===== config.mk =====
export PLATFORM = sky130hd
export DESIGN_NAME = pcarr_top
export DESIGN_NICKNAME = d
export VERILOG_FILES = /design/src/rtl/pcarr_pkg.sv /design/src/rtl/pcarr_top.sv /design/src/rtl/pcarr_module.sv
export SDC_FILE = /design/constraint.sdc
export NUM_CORES = 1
export LEC_CHECK = 0
export ABC_AREA = 1
export BUFFER_PORTS_ARGS = -buffer_cell sky130_fd_sc_hd__clkbuf_2
export CORE_AREA = 2 2 180 182
export DETAILED_ROUTE_END_ITERATION = 8
export DIE_AREA = 0 0 182 184
export PLACE_DENSITY = 0.8
export SKIP_CTS_REPAIR_TIMING = 1
export SYNTH_ARGS = -nofsm -noshare
export SYNTH_HDL_FRONTEND = slang
export SYNTH_HIERARCHICAL = 1
export SYNTH_SLANG_ARGS = --single-unit
export TNS_END_PERCENT = 30

===== constraint.sdc =====
create_clock -name CLK -period 2.4 [get_ports CLK]
set_clock_uncertainty 0.05 [all_clocks]
set_input_delay 0 -clock CLK [delete_from_list [all_inputs] [get_ports CLK]]
set_output_delay 0 -clock CLK [all_outputs]
set_load 0.01 [all_outputs]

===== src/rtl/pcarr_pkg.sv =====
// Package for the counter array: register map, field positions, types
package pcarr_pkg;
    // Register offsets (byte addresses, one word each)
    localparam logic [7:0] OFS_MODE = 8'h00;
    localparam logic [7:0] OFS_CTRL = 8'h04;
    localparam logic [7:0] OFS_COUNT = 8'h08;
    localparam logic [7:0] OFS_STATUS = 8'h0C;
    localparam logic [7:0] OFS_MOD_MODE = 8'h20;
    localparam logic [7:0] OFS_MOD_CMP = 8'h40;
    localparam logic [7:0] OFS_MOD_CAP = 8'h60;
    // Array mode register fields
    localparam int MODE_OVF_IE_BIT = 0;
    localparam int MODE_SRC_LSB = 1;
    localparam int MODE_WDT_BIT = 6;
    localparam int MODE_IDLE_STOP_BIT = 7;
    localparam logic [7:0] MODE_MASK = 8'hCF;
    localparam logic [7:0] MODE_RESET = 8'h00;
    // Array control register fields
    localparam int CTRL_RUN_BIT = 6;
    localparam int CTRL_OVF_BIT = 7;
    localparam logic [7:0] CTRL_RESET = 8'h00;
    // Module mode register fields
    localparam int MM_IE_BIT = 0;
    localparam int MM_PWM_BIT = 1;
    localparam int MM_TOG_BIT = 2;
    localparam int MM_MAT_BIT = 3;
    localparam int MM_FALL_BIT = 4;
    localparam int MM_RISE_BIT = 5;
    localparam int MM_CMP_BIT = 6;
    localparam logic [7:0] MM_MASK = 8'h7F;
    localparam logic [7:0] MM_RESET = 8'h00;
    localparam logic [15:0] CMP_RESET = 16'h0000;
    // Count source codes of the mode register
    localparam logic [1:0] SRC_DIV12 = 2'h0;
    localparam logic [1:0] SRC_DIV4 = 2'h1;
    localparam logic [1:0] SRC_T0OVF = 2'h2;
    localparam logic [1:0] SRC_EXT = 2'h3;
    localparam logic [3:0] DIV12_COUNT = 4'hC;
    localparam logic [3:0] DIV4_COUNT = 4'h4;
    // External count pin: least spacing of counted edges
    localparam real EXT_MIN_NS = 660.0;
    localparam real CLK_NS = 100.0;
    localparam int EXT_MIN_CYCLES = (EXT_MIN_NS / CLK_NS) > 1.0 ? 7 : 1;
    // Per-module mode decoded
    typedef struct packed {
        logic cmp;
        logic rise;
        logic fall;
        logic mat;
        logic tog;
        logic pwm;
        logic ie;
    } pcarr_mm_s;
    // Avalon request carrier
    typedef struct packed {
        logic [7:0] address;
        logic read;
        logic write;
        logic [31:0] writedata;
    } pcarr_req_s;
endpackage : pcarr_pkg


===== src/rtl/pcarr_top.sv =====
// Counter array top: time base, five modules, Avalon-MM registers
//
// What this block does
// - Mode field picks div12, div4, T0, pin
// - Mode bit 0 enables overflow interrupt
// - Timer 0 overflows counted only while run set
// - Time base counts only while run set
// - Overflow sets counter overflow flag bit 7
// - Control holds run, overflow, five flags
// - Rising capture copies time base, sets flag
// - Falling capture copies time base, sets flag
// - Both capture bits capture either edge
// - Match without toggle: flag only, software timer
// - Match with toggle inverts module pin
// - Pulse width mode drives 8-bit PWM
// - Module four watchdog needs enable bit
// - Reserved mode bits written zero, read zero
// - Time base may keep counting in idle
// - Watchdog match raises internal reset and sets flag bit 4
// - Watchdog enable sits at mask 40H
`timescale 1ns/1ns
`default_nettype none
module pcarr_top #(
    parameter int MODULES = 5
) (
    // Clock and reset
    input wire logic CLK,
    input wire logic RST,
    // Avalon-MM slave
    input wire logic [7:0] AVS_ADDRESS,
    input wire logic AVS_READ,
    input wire logic AVS_WRITE,
    input wire logic [31:0] AVS_WRITEDATA,
    output logic [31:0] AVS_READDATA,
    output logic AVS_WAITREQUEST,
    // Pins and chip signals
    input wire logic [4:0] MODULE_PINS_IN,
    output logic [4:0] MODULE_PINS_OUT,
    output logic [4:0] MODULE_PINS_OE,
    input wire logic EXT_COUNT_PIN,
    input wire logic T0_OVERFLOW,
    input wire logic CPU_IDLE,
    // Results
    output logic IRQ,
    output logic WDT_RESET
);
    import pcarr_pkg::*;
    pcarr_req_s req;
    logic [7:0] mode_reg;
    logic [7:0] ctrl_reg;
    logic [15:0] count;
    logic [3:0] presc;
    logic [1:0] ext_sync;
    logic [1:0] pin_sync [MODULES];
    logic ext_prev;
    logic ack;
    logic [7:0] mm_reg [MODULES];
    logic [15:0] cmp_reg [MODULES];
    logic [15:0] cap_reg [MODULES];
    logic [MODULES-1:0] ev_set;
    logic [MODULES-1:0] cap_load;
    logic [MODULES-1:0] wdt_hits;
    logic [MODULES-1:0] pin_o;
    logic [31:0] rdata;
    assign req = '{address: AVS_ADDRESS, read: AVS_READ, write: AVS_WRITE,
                   writedata: AVS_WRITEDATA};
    // Time base source selection
    wire [1:0] src = mode_reg[MODE_SRC_LSB +: 2];
    wire idle_hold = CPU_IDLE && mode_reg[MODE_IDLE_STOP_BIT];
    wire run = ctrl_reg[CTRL_RUN_BIT] && !idle_hold;
    wire ext_edge = ext_sync[1] && !ext_prev;
    wire presc_end12 = (presc == DIV12_COUNT - 4'h1);
    wire presc_end4 = (presc == DIV4_COUNT - 4'h1);
    logic src_pulse;
    always_comb begin
        unique case (src)
            SRC_DIV12: src_pulse = presc_end12;
            SRC_DIV4: src_pulse = presc_end4;
            SRC_T0OVF: src_pulse = T0_OVERFLOW;
            SRC_EXT: src_pulse = ext_edge;
        endcase
    end
    wire tick = run && src_pulse;
    wire overflow = tick && (count == 16'hFFFF);
    // Bus decode
    wire wr = req.write && ack;
    wire [2:0] widx = 3'(req.address[4:2]);
    wire wr_mode = wr && (req.address == OFS_MODE);
    wire wr_ctrl = wr && (req.address == OFS_CTRL);
    wire wr_count = wr && (req.address == OFS_COUNT);
    wire wr_mm = wr && (req.address[7:5] == OFS_MOD_MODE[7:5]) && (widx < 3'd5);
    wire wr_cmp = wr && (req.address[7:5] == OFS_MOD_CMP[7:5]) && (widx < 3'd5);
    // One wait cycle per access, answer at second edge
    assign AVS_WAITREQUEST = (req.read || req.write) && !ack;
    // Prescaler, count pin synchroniser, acknowledge
    always_ff @(posedge CLK) begin
        if (RST) begin
            presc <= 4'h0;
            ext_sync <= 2'b00;
            ext_prev <= 1'b0;
            ack <= 1'b0;
        end else begin
            presc <= (presc_end12 || (src == SRC_DIV4 && presc_end4)) ? 4'h0 : presc + 4'h1;
            ext_sync <= {ext_sync[0], EXT_COUNT_PIN};
            ext_prev <= ext_sync[1];
            ack <= (req.read || req.write) && !ack;
        end
    end
    // Mode register and time base
    always_ff @(posedge CLK) begin
        if (RST) begin
            mode_reg <= MODE_RESET;
            count <= 16'h0000;
        end else begin
            if (wr_mode) begin
                mode_reg <= req.writedata[7:0] & MODE_MASK;
            end
            if (wr_count) begin
                count <= req.writedata[15:0];
            end else if (tick) begin
                count <= count + 16'h0001;
            end
        end
    end
    // Control register: set wins over software clear
    logic [7:0] next_ctrl;
    always_comb begin
        next_ctrl = wr_ctrl ? req.writedata[7:0] & 8'hDF : ctrl_reg;
        if (overflow) begin
            next_ctrl[CTRL_OVF_BIT] = 1'b1;
        end
        next_ctrl[4:0] = next_ctrl[4:0] | ev_set;
    end
    always_ff @(posedge CLK) begin
        if (RST) begin
            ctrl_reg <= CTRL_RESET;
        end else begin
            ctrl_reg <= next_ctrl;
        end
    end
    // Per-module registers and instances
    genvar g;
    generate
        for (g = 0; g < MODULES; g++) begin : g_mod
            pcarr_mm_s mm;
            assign mm = '{cmp: mm_reg[g][MM_CMP_BIT], rise: mm_reg[g][MM_RISE_BIT],
                          fall: mm_reg[g][MM_FALL_BIT], mat: mm_reg[g][MM_MAT_BIT],
                          tog: mm_reg[g][MM_TOG_BIT], pwm: mm_reg[g][MM_PWM_BIT],
                          ie: mm_reg[g][MM_IE_BIT]};
            always_ff @(posedge CLK) begin
                if (RST) begin
                    mm_reg[g] <= MM_RESET;
                    cmp_reg[g] <= CMP_RESET;
                    pin_sync[g] <= 2'b00;
                end else begin
                    pin_sync[g] <= {pin_sync[g][0], MODULE_PINS_IN[g]};
                    if (wr_mm && widx == 3'(g)) begin
                        mm_reg[g] <= req.writedata[7:0] & MM_MASK;
                    end
                    if (wr_cmp && widx == 3'(g)) begin
                        cmp_reg[g] <= req.writedata[15:0];
                    end
                end
            end
            pcarr_module #(
                .IS_WDT(g == 4)
            ) u_mod (
                .clk(CLK),
                .rst(RST),
                .mode(mm),
                .cmp_value(cmp_reg[g]),
                .wdt_enable(mode_reg[MODE_WDT_BIT]),
                .count(count),
                .count_tick(tick),
                .pin_in(pin_sync[g][1]),
                .capture(cap_reg[g]),
                .capture_load(cap_load[g]),
                .event_set(ev_set[g]),
                .pin_out(pin_o[g]),
                .wdt_hit(wdt_hits[g])
            );
            assign MODULE_PINS_OE[g] = mm.cmp && (mm.pwm || (mm.mat && mm.tog));
        end
    endgenerate
    assign MODULE_PINS_OUT = pin_o;
    // Interrupt request from enabled flags
    logic [MODULES-1:0] mod_ie;
    always_comb begin
        for (int i = 0; i < MODULES; i++) begin
            mod_ie[i] = mm_reg[i][MM_IE_BIT];
        end
    end
    assign IRQ = (ctrl_reg[CTRL_OVF_BIT] && mode_reg[MODE_OVF_IE_BIT])
                 || |(ctrl_reg[4:0] & mod_ie);
    // Internal watchdog reset pulse
    always_ff @(posedge CLK) begin
        if (RST) begin
            WDT_RESET <= 1'b0;
        end else begin
            WDT_RESET <= |wdt_hits;
        end
    end
    // Read mux
    always_comb begin
        rdata = 32'h0000_0000;
        if (req.address == OFS_MODE) begin
            rdata = {24'h000000, mode_reg};
        end else if (req.address == OFS_CTRL) begin
            rdata = {24'h000000, ctrl_reg};
        end else if (req.address == OFS_COUNT) begin
            rdata = {16'h0000, count};
        end else if (req.address[7:5] == OFS_MOD_MODE[7:5] && widx < 3'd5) begin
            rdata = {24'h000000, mm_reg[widx]};
        end else if (req.address[7:5] == OFS_MOD_CMP[7:5] && widx < 3'd5) begin
            rdata = {16'h0000, cmp_reg[widx]};
        end else if (req.address[7:5] == OFS_MOD_CAP[7:5] && widx < 3'd5) begin
            rdata = {16'h0000, cap_reg[widx]};
        end
    end
    always_ff @(posedge CLK) begin
        if (RST) begin
            AVS_READDATA <= 32'h0000_0000;
        end else if (req.read && !ack) begin
            AVS_READDATA <= rdata;
        end
    end
endmodule : pcarr_top
`default_nettype wire


===== src/rtl/pcarr_module.sv =====
// One capture/compare module of the counter array
`timescale 1ns/1ns
`default_nettype none
module pcarr_module #(
    parameter bit IS_WDT = 1'b0
) (
    // Clock and reset
    input wire logic clk,
    input wire logic rst,
    // Configuration
    input wire pcarr_pkg::pcarr_mm_s mode,
    input wire logic [15:0] cmp_value,
    input wire logic wdt_enable,
    // Time base
    input wire logic [15:0] count,
    input wire logic count_tick,
    // Synchronised pin input
    input wire logic pin_in,
    // Results
    output logic [15:0] capture,
    output logic capture_load,
    output logic event_set,
    output logic pin_out,
    output logic wdt_hit
);
    import pcarr_pkg::*;
    logic pin_prev;
    logic [7:0] cmp_low;
    wire rise_edge = pin_in && !pin_prev;
    wire fall_edge = !pin_in && pin_prev;
    wire is_capture = !mode.cmp && (mode.rise || mode.fall);
    wire cap_hit = is_capture && ((mode.rise && rise_edge) || (mode.fall && fall_edge));
    wire is_match = mode.cmp && mode.mat && !mode.pwm;
    wire match_hit = is_match && count_tick && (count == cmp_value);
    wire is_pwm = mode.cmp && mode.pwm && !mode.mat;
    wire low_roll = count_tick && (count[7:0] == 8'hFF);
    // Capture on chosen edges, flag compare matches
    assign capture_load = cap_hit;
    assign event_set = cap_hit || match_hit;
    assign wdt_hit = IS_WDT && match_hit && wdt_enable;
    always_ff @(posedge clk) begin
        if (rst) begin
            pin_prev <= 1'b0;
            capture <= 16'h0000;
        end else begin
            pin_prev <= pin_in;
            if (cap_hit) begin
                capture <= count;
            end
        end
    end
    // Pin drive: toggle on match or PWM level; duty byte reloads at low-byte rollover
    always_ff @(posedge clk) begin
        if (rst) begin
            pin_out <= 1'b1;
            cmp_low <= 8'h00;
        end else begin
            if (low_roll) begin
                cmp_low <= cmp_value[15:8];
            end
            if (is_pwm) begin
                pin_out <= (count[7:0] > cmp_low);
            end else if (match_hit && mode.tog) begin
                pin_out <= !pin_out;
            end
        end
    end
endmodule : pcarr_module
`default_nettype wire


==> results of run 1 <==
final cells by class:
| class | instances | area, um^2 |
|---|---|---|
| inverter | 327 | 1230 |
| timing repair buffer | 159 | 1260 |
| sequential | 309 | 7340 |
| antenna | 1 | 2.50 |
| fill | 2771 | 11600 |
| tap | 402 | 503 |
| clock inverter | 15 | 136 |
| multi-input combinational | 1700 | 8300 |
| clock buffer | 50 | 1050 |
through the flow:
stage / utilization, % / TNS, ns / worst slack, ns
after detailed placement: 58.0 / 0 / 0.0545
after global routing: 63.1 / -0.398 / -0.0653
after CTS: 61.7 / 0 / 0.0484
after floorplan: - / 0 / 0.257
final: 63.1 / 0 / 0.0583
after global placement: 58.0 / 0 / 0.170
power groups by stage:
stage          logic, W  registers [W]  clock network, W
3_3_place_gp    0.00100        0.00582                 0
3_5_place_dp    0.00102        0.00583                 0
4_1_cts         0.00103        0.00572           0.00556
6_report        0.00110        0.00573           0.00557
2_1_floorplan  0.000653        0.00579                 0
5_1_grt         0.00118        0.00574           0.00578
layout by cell type, fill, tap and decap left out, types with 4 or more instances in the layout:
cell and count:
nor4_4 4, clkbuf_1 7, or2_2 5, dfxtp_1 192, clkbuf_16 40, xnor2_1 32, nand3_1 105, edfxtp_1 115
inv_2 19, nand2_2 7, dlygate4sd3_1 22, nor2_4 10, clkbuf_2 63, o31ai_1 5, nand4_4 5, nand2_1 599
nor3_1 12, o21a_1 5, nor2_2 7, a31oi_1 4, nand4_2 5, o21ai_0 122, ha_1 41, conb_1 20
nor2_1 431, buf_12 12, a21oi_1 148, inv_1 306, o21ai_1 21, nor3b_1 21, nand3_2 6, or2_1 4
xor2_1 13, nand4_1 33, buf_4 60, clkinv_1 5, nor3b_2 11
path summary, 6_finish.rpt:
check	startpoint	to	slack (ns)	cells after the start
setup / recovery	presc[0]$_SDFF_PP0_	g_mod[0].u_mod/pin_out$_SDFFE_PP1P_	0.06	16
hold / removal	AVS_WRITEDATA[12]	cmp_reg[3][12]$_SDFFCE_PN0P_	0.04	3
setup reg to reg	presc[0]$_SDFF_PP0_	g_mod[0].u_mod/pin_out$_SDFFE_PP1P_	0.06	16
hold reg to reg	pin_sync[4][0]$_SDFF_PP0_	pin_sync[4][1]$_SDFF_PP0_	0.35	2
per-layer routing:
metal / track usage, % / part of all wire (%) / vias to the layer above
li1: - / - / 7871
met1: 47.7 / 37 / 7916
met2: 56.4 / 44 / 1167
met3: 7.35 / 13 / 241
met4: 19.5 / 6.1 / 2
met5: 0 / 0.021 / -
cells by family after synthesis:
family	after synthesis	synth area share, %
adders and majority gates	42	3.05
other	5	0.109
and+or+nand+nor	1272	32.0
buffers and inverters	433	10.4
xor gates and xnor gates	45	2.29
DFF	309	42.6
AOI/OAI and AO/OA	317	9.59
critical path: cells and delay by family (launching register included):
| family | cells | cell delay, ns |
|---|---|---|
| flip-flops | 1 | 0.36 |
| buffers and inverters | 4 | 0.48 |
| AO/OA/AOI/OAI | 1 | 0.18 |
| adder cells (fa/ha/maj) | 1 | 0.15 |
| AND/OR/NAND/NOR | 10 | 0.97 |
==> results.md, run 1 <==
* Outcome: finished, final reports clean
* Setup-failing EPs final at 0
* # IOs at slightly below 100
* Fmax at 427 MHz
* Required time of the critical path at ~2.8 ns
* Starting Density at 54.8%
* Total die area at 0.0335 mm^2
* CTS tree: built
* Crit-path cells: ha_4 > inv_4 > nor2_4 > nand2_2 > a31oi_1 > nand2_1 > inv_2 > buf_12 > buf_6 > nand2_2 > nor2_1 > nand3_1 > nor2_2 > nand4_1 > nand3_1 > nand3_1
* Switch Pwr at between 0.003 and 0.004 W
* GR Overflow Total at 0
* GP Congestion at 1.00
* Largest net degree at the start of global routing at 58
* Top cells by area in the synthesized netlist: dfxtp_1, edfxtp_1, nand2_1
* Worst VDD drop at 0.584 mV
* Detailed Place HPWL at 43,800 um
* CP Capture Type: flop
* Yosys top cell by area: dfxtp_1
* Dpl cell area at 0.0182 mm^2
* First-pass GRT wire length at 91,200 um
* Final Critical Period at 2.34 ns
* Drt drc at 0
* Yosys warnings at 6
* Synth top cells by count: nand2_1, nor2_1, inv_1
* Final #Nets at roughly 2,600
* Most common cell type on the critical path: nand3_1
* Leading register cell type out of synthesis: dfxtp_1
* Synth Instances at 2,423
* Skew-Pair Late Insertion Delay at roughly 0.55 ns
* Worst slack on hold paths at 0.0404 ns
* Worst hold path class: in2reg
* CP max FO at 6
* # rows at 65
* Worst slew margin at 46.8%
* Antenna-violating nets left at 0
* Synthesized flop and latch total at around 300
* Async set-reset flop share out of synthesis at 0%
* Total power at 0.0124 W
* PortBufs at 64
* Startpoint Class: flop
* Drt via density at 5.80
* Clock Path Buffers at 3
* Chip Width at 182 um
* Cell with the most instances after synthesis: nand2_1
* Slowest cell on the critical path: dfxtp_2
* H-tree depth at 2
* Vias in the first global route at 15,415
* Sequential-to-total area share from yosys stat at between 40% and 50%
* Total of max-cap violations at 0
* Final Cycle Share at 97.6%
* Reg power frac at 46.2%
* Post-route cell area at roughly 0.02 mm^2
* Sw frac at 26.4%
* Hold Fails Final Rpt at 0
* Avg Cell Area, Syn at 7.10 um^2
* Internal at 0.00912 W
* GRT Overall Usage at 36.3%
* DR iter-0 viols at 2,570
* Slew Limit Fails at 0
* Core Region at 0.0314 mm^2
* Worst-Margin Slew at 0.797 ns
* Post-synth cell types at 49
* Lkg Pwr at about 9.1 nW
* TritonRoute pass-1 iters at 6
* TritonCTS Buffers at 36
* Layout cells sized above 1 at approximately 11%
* Mapped Area at 0.0172 mm^2
* Clock Pin Slew Worst Setup and Hold Paths at around 0.06 ns
* Critical Path AT at 2.69 ns
* Worst path max stage delay at 0.36 ns
* Antenna violations before repair at 2
* Cell Count, Final, Fillers Out at 2,963
* Post-Place Cells at 2,866
* Clock Sinks at 309
* Post-synth EDFFs at between 100 and 150
* Via count at 17,197
* Root buffer cell: clkbuf_16
* Pwr/cell area at approximately 630 mW/mm^2
* Post-DR wirelength/cell at 21.2 um
* Wirelength, routed at 63,000 um
* Clk pwr share at 44.9%
* Die height at approximately 180 um
* Combinational share of power at 8.9%
* Setup CP Type: reg2reg
* Area fraction of the dominant cell type after synthesis at 22.6%
* RSZ-0062 raised after global routing: yes
* Area grow syn2layout at 15.2%
(Power assumes the default switching activity.)
==> inputs of run 2 (changes only) <==
CELL_PAD_IN_SITES_DETAIL_PLACEMENT = 0   (was default)
CELL_PAD_IN_SITES_GLOBAL_PLACEMENT = 2   (was default)
CORE_AREA = 2 2 222 224   (was 2 2 180 182)
DIE_AREA = 0 0 224 226   (was 0 0 182 184)
PLACE_DENSITY = 0.88   (was 0.8)
==> run 2 against run 1 <==
The run now ends with design-rule violations left. First-iteration DRC count down 35%. Sequential share of layout area down 0.83 points. Die area up 51%. Setup slack better by 0.012 ns. Sequential power about the same. Register-to-register slack about the same. Non-clock buffer count up 5. Design area up 2.3%. Combinational power about the same. Critical path depth unchanged. Utilization down 21 points. Count of clock-buffer cells in the layout up 2.
==> results.md, run 2 (synthesized netlist as in run 1, its figures left out) <==
* Outcome: complete, but fails checks
* Failing checks: design-rule violations
* First-pass GRT wire length at roughly 98,000 um
* # IOs at between 90 and 100
* GP Congestion at 0.930
* Clock Pin Slew Worst Setup and Hold Paths at 0.06 ns
* Setup tns final at 0 ns
* Register area at 0.00734 mm^2
* RSZ-0062 raised after global routing: yes
* Core Util, Final at 41.9%
* Die height at around 230 um
* Final Cycle Share at 97.1%
* GRT Overall Usage at 26.5%
* Skew-Pair Late Insertion Delay at 0.58 ns
* PortBufs at 64
* Fmax at about 430 MHz
* Worst slew margin at 38.9%
* Worst VDD drop at ~0.5 mV
* Detailed Place HPWL at 47,900 um
* CTS tree: built
* Starting Density at approximately 36%
* TritonRoute pass-1 iters at 9
* Setup CP Type: reg2reg
* # fillers at 5,021
* Largest net degree at the start of global routing at 66
* DR WL met3 at 6390 um
* Startpoint Class: flop
* Wirelength, routed at 68,200 um
* Total of max-cap violations at 0
* DR iter-0 viols at 1,681
* Setup-failing EPs final at 0
* Vias in the first global route at around 15,000
* Via count at 16,280
* Core Region at between 0.04 and 0.05 mm^2
* Hold Fails Final Rpt at 0
* CP max FO at 6
* Slew Limit Fails at 0
* Total die area at 0.0506 mm^2
* Worst hold path class: in2reg
* Commonest non-fill, non-tap cells in the layout: nand2_1, nor2_1, inv_1
* Root buffer cell: clkbuf_16
* Drt via density at 5.10
* Layout cells sized above 1 at 11.8%
* H-tree depth at 2
* Highest routed layer: met4
* Chip Width at 224 um
* Post-Place Cells at 3,094
* Clock Path Buffers at 3
* Worst slack on hold paths at 0.0274 ns
* TritonCTS Buffers at 39
* Worst-Margin Slew at 0.915 ns
* WL met1 at 28,800 um
* Drt drc at 1
* Final #Nets at 2,635
* Antenna diode count at 0
* Final Critical Period at roughly 2.3 ns
* CP Capture Type: flop
* GR Overflow Total at 0
* Area grow syn2layout at 17.8%
* Lkg Pwr at 9.17 nW
* Clock Sinks at 309
* Post-DR wirelength/cell at 21.4 um
* Required time of the critical path at 2.86 ns
* # rows at between 80 and 90
* Met2 WL at between 30,000 and 40,000 um
* Critical Path AT at 2.79 ns
* Cell Count, Final, Fillers Out at 3,194
* Pwr/cell area at ~640 mW/mm^2
* Antenna violations before repair at 1
* Area occupied by multi-input gates at 0.00835 mm^2
* Leading cell type in the layout, fill and taps excluded: nand2_1
* Antenna-violating nets left at 0
-- run 2: cell types whose count changed in the layout (fill, tap and decap cells not counted), moves of 3 or more --
cell,change
o21ai_0,-3
nand4_4,+3
nand2_2,+3
nor3b_1,-5
o21ai_1,+3
inv_6,+3
buf_12,-3
nand2_1,-3
buf_4,+10
nor3b_2,+5
nand4_2,-3
clkinv_2,+6
bufinv_16,+4
-- run 2: critical path, stage by stage, from the launching register on --
cell	delay (ns)
dfxtp_1	0.35
ha_2	0.17
inv_1	0.05
nor2_2	0.11
nand2_1	0.08
a31oi_1	0.14
nand2_1	0.12
inv_4	0.11
buf_12	0.17
nand2_2	0.08
nor2_4	0.09
nand3_1	0.09
nor3_2	0.18
nand4_1	0.18
nor2_1	0.13
o21ai_1	0.08
inv_1	0.05
-- run 2: layer usage --
layer,up-vias,track usage (%)
met3,141,6.67
met5,-,0
met1,7600,35.0
li1,7889,-
met2,650,41.5
met4,0,10.7
-- run 2: worst paths after layout --
| kind | slack [ns] | from | depth (start not counted) | end |
|---|---|---|---|---|
| setup / recovery | 0.07 | presc[1]$_SDFF_PP0_ | 16 | WDT_RESET$_SDFF_PP0_ |
| setup reg to reg | 0.07 | presc[1]$_SDFF_PP0_ | 16 | WDT_RESET$_SDFF_PP0_ |
| hold / removal | 0.03 | AVS_WRITEDATA[1] | 3 | mm_reg[2][1]$_SDFFCE_PN0P_ |
| hold reg to reg | 0.35 | pin_sync[2][0]$_SDFF_PP0_ | 2 | pin_sync[2][1]$_SDFF_PP0_ |
-- run 2: per-stage QoR --
step                      instance area, um^2  worst slack (ns)  total power [W]
after floorplan                         17300             0.257          0.00644
after global placement                  18500            0.0784          0.00689
after detailed placement                18500             0.104          0.00690
after CTS                               19800            0.0568           0.0131
after global routing                    20300           -0.0825           0.0134
final                                   20300            0.0701           0.0130
-- run 2: where the power goes --
part | leakage (nW) | internal [W] | switching [W]
sequential | 2.77 | 0.00559 | 0.000137
clock | 0.658 | 0.00373 | 0.00246
combinational | 5.74 | 0.000317 | 0.000789
-- run 2: cell type report --
cell class | instances | area share, %
Multi-Input combinational cell | 1700 | 41.2
Sequential cell | 309 | 36.2
Timing Repair Buffer | 164 | 6.19
Inverter | 327 | 6.07
Clock buffer | 52 | 5.36
Tap cell | 622 | 3.84
Clock inverter | 20 | 1.17
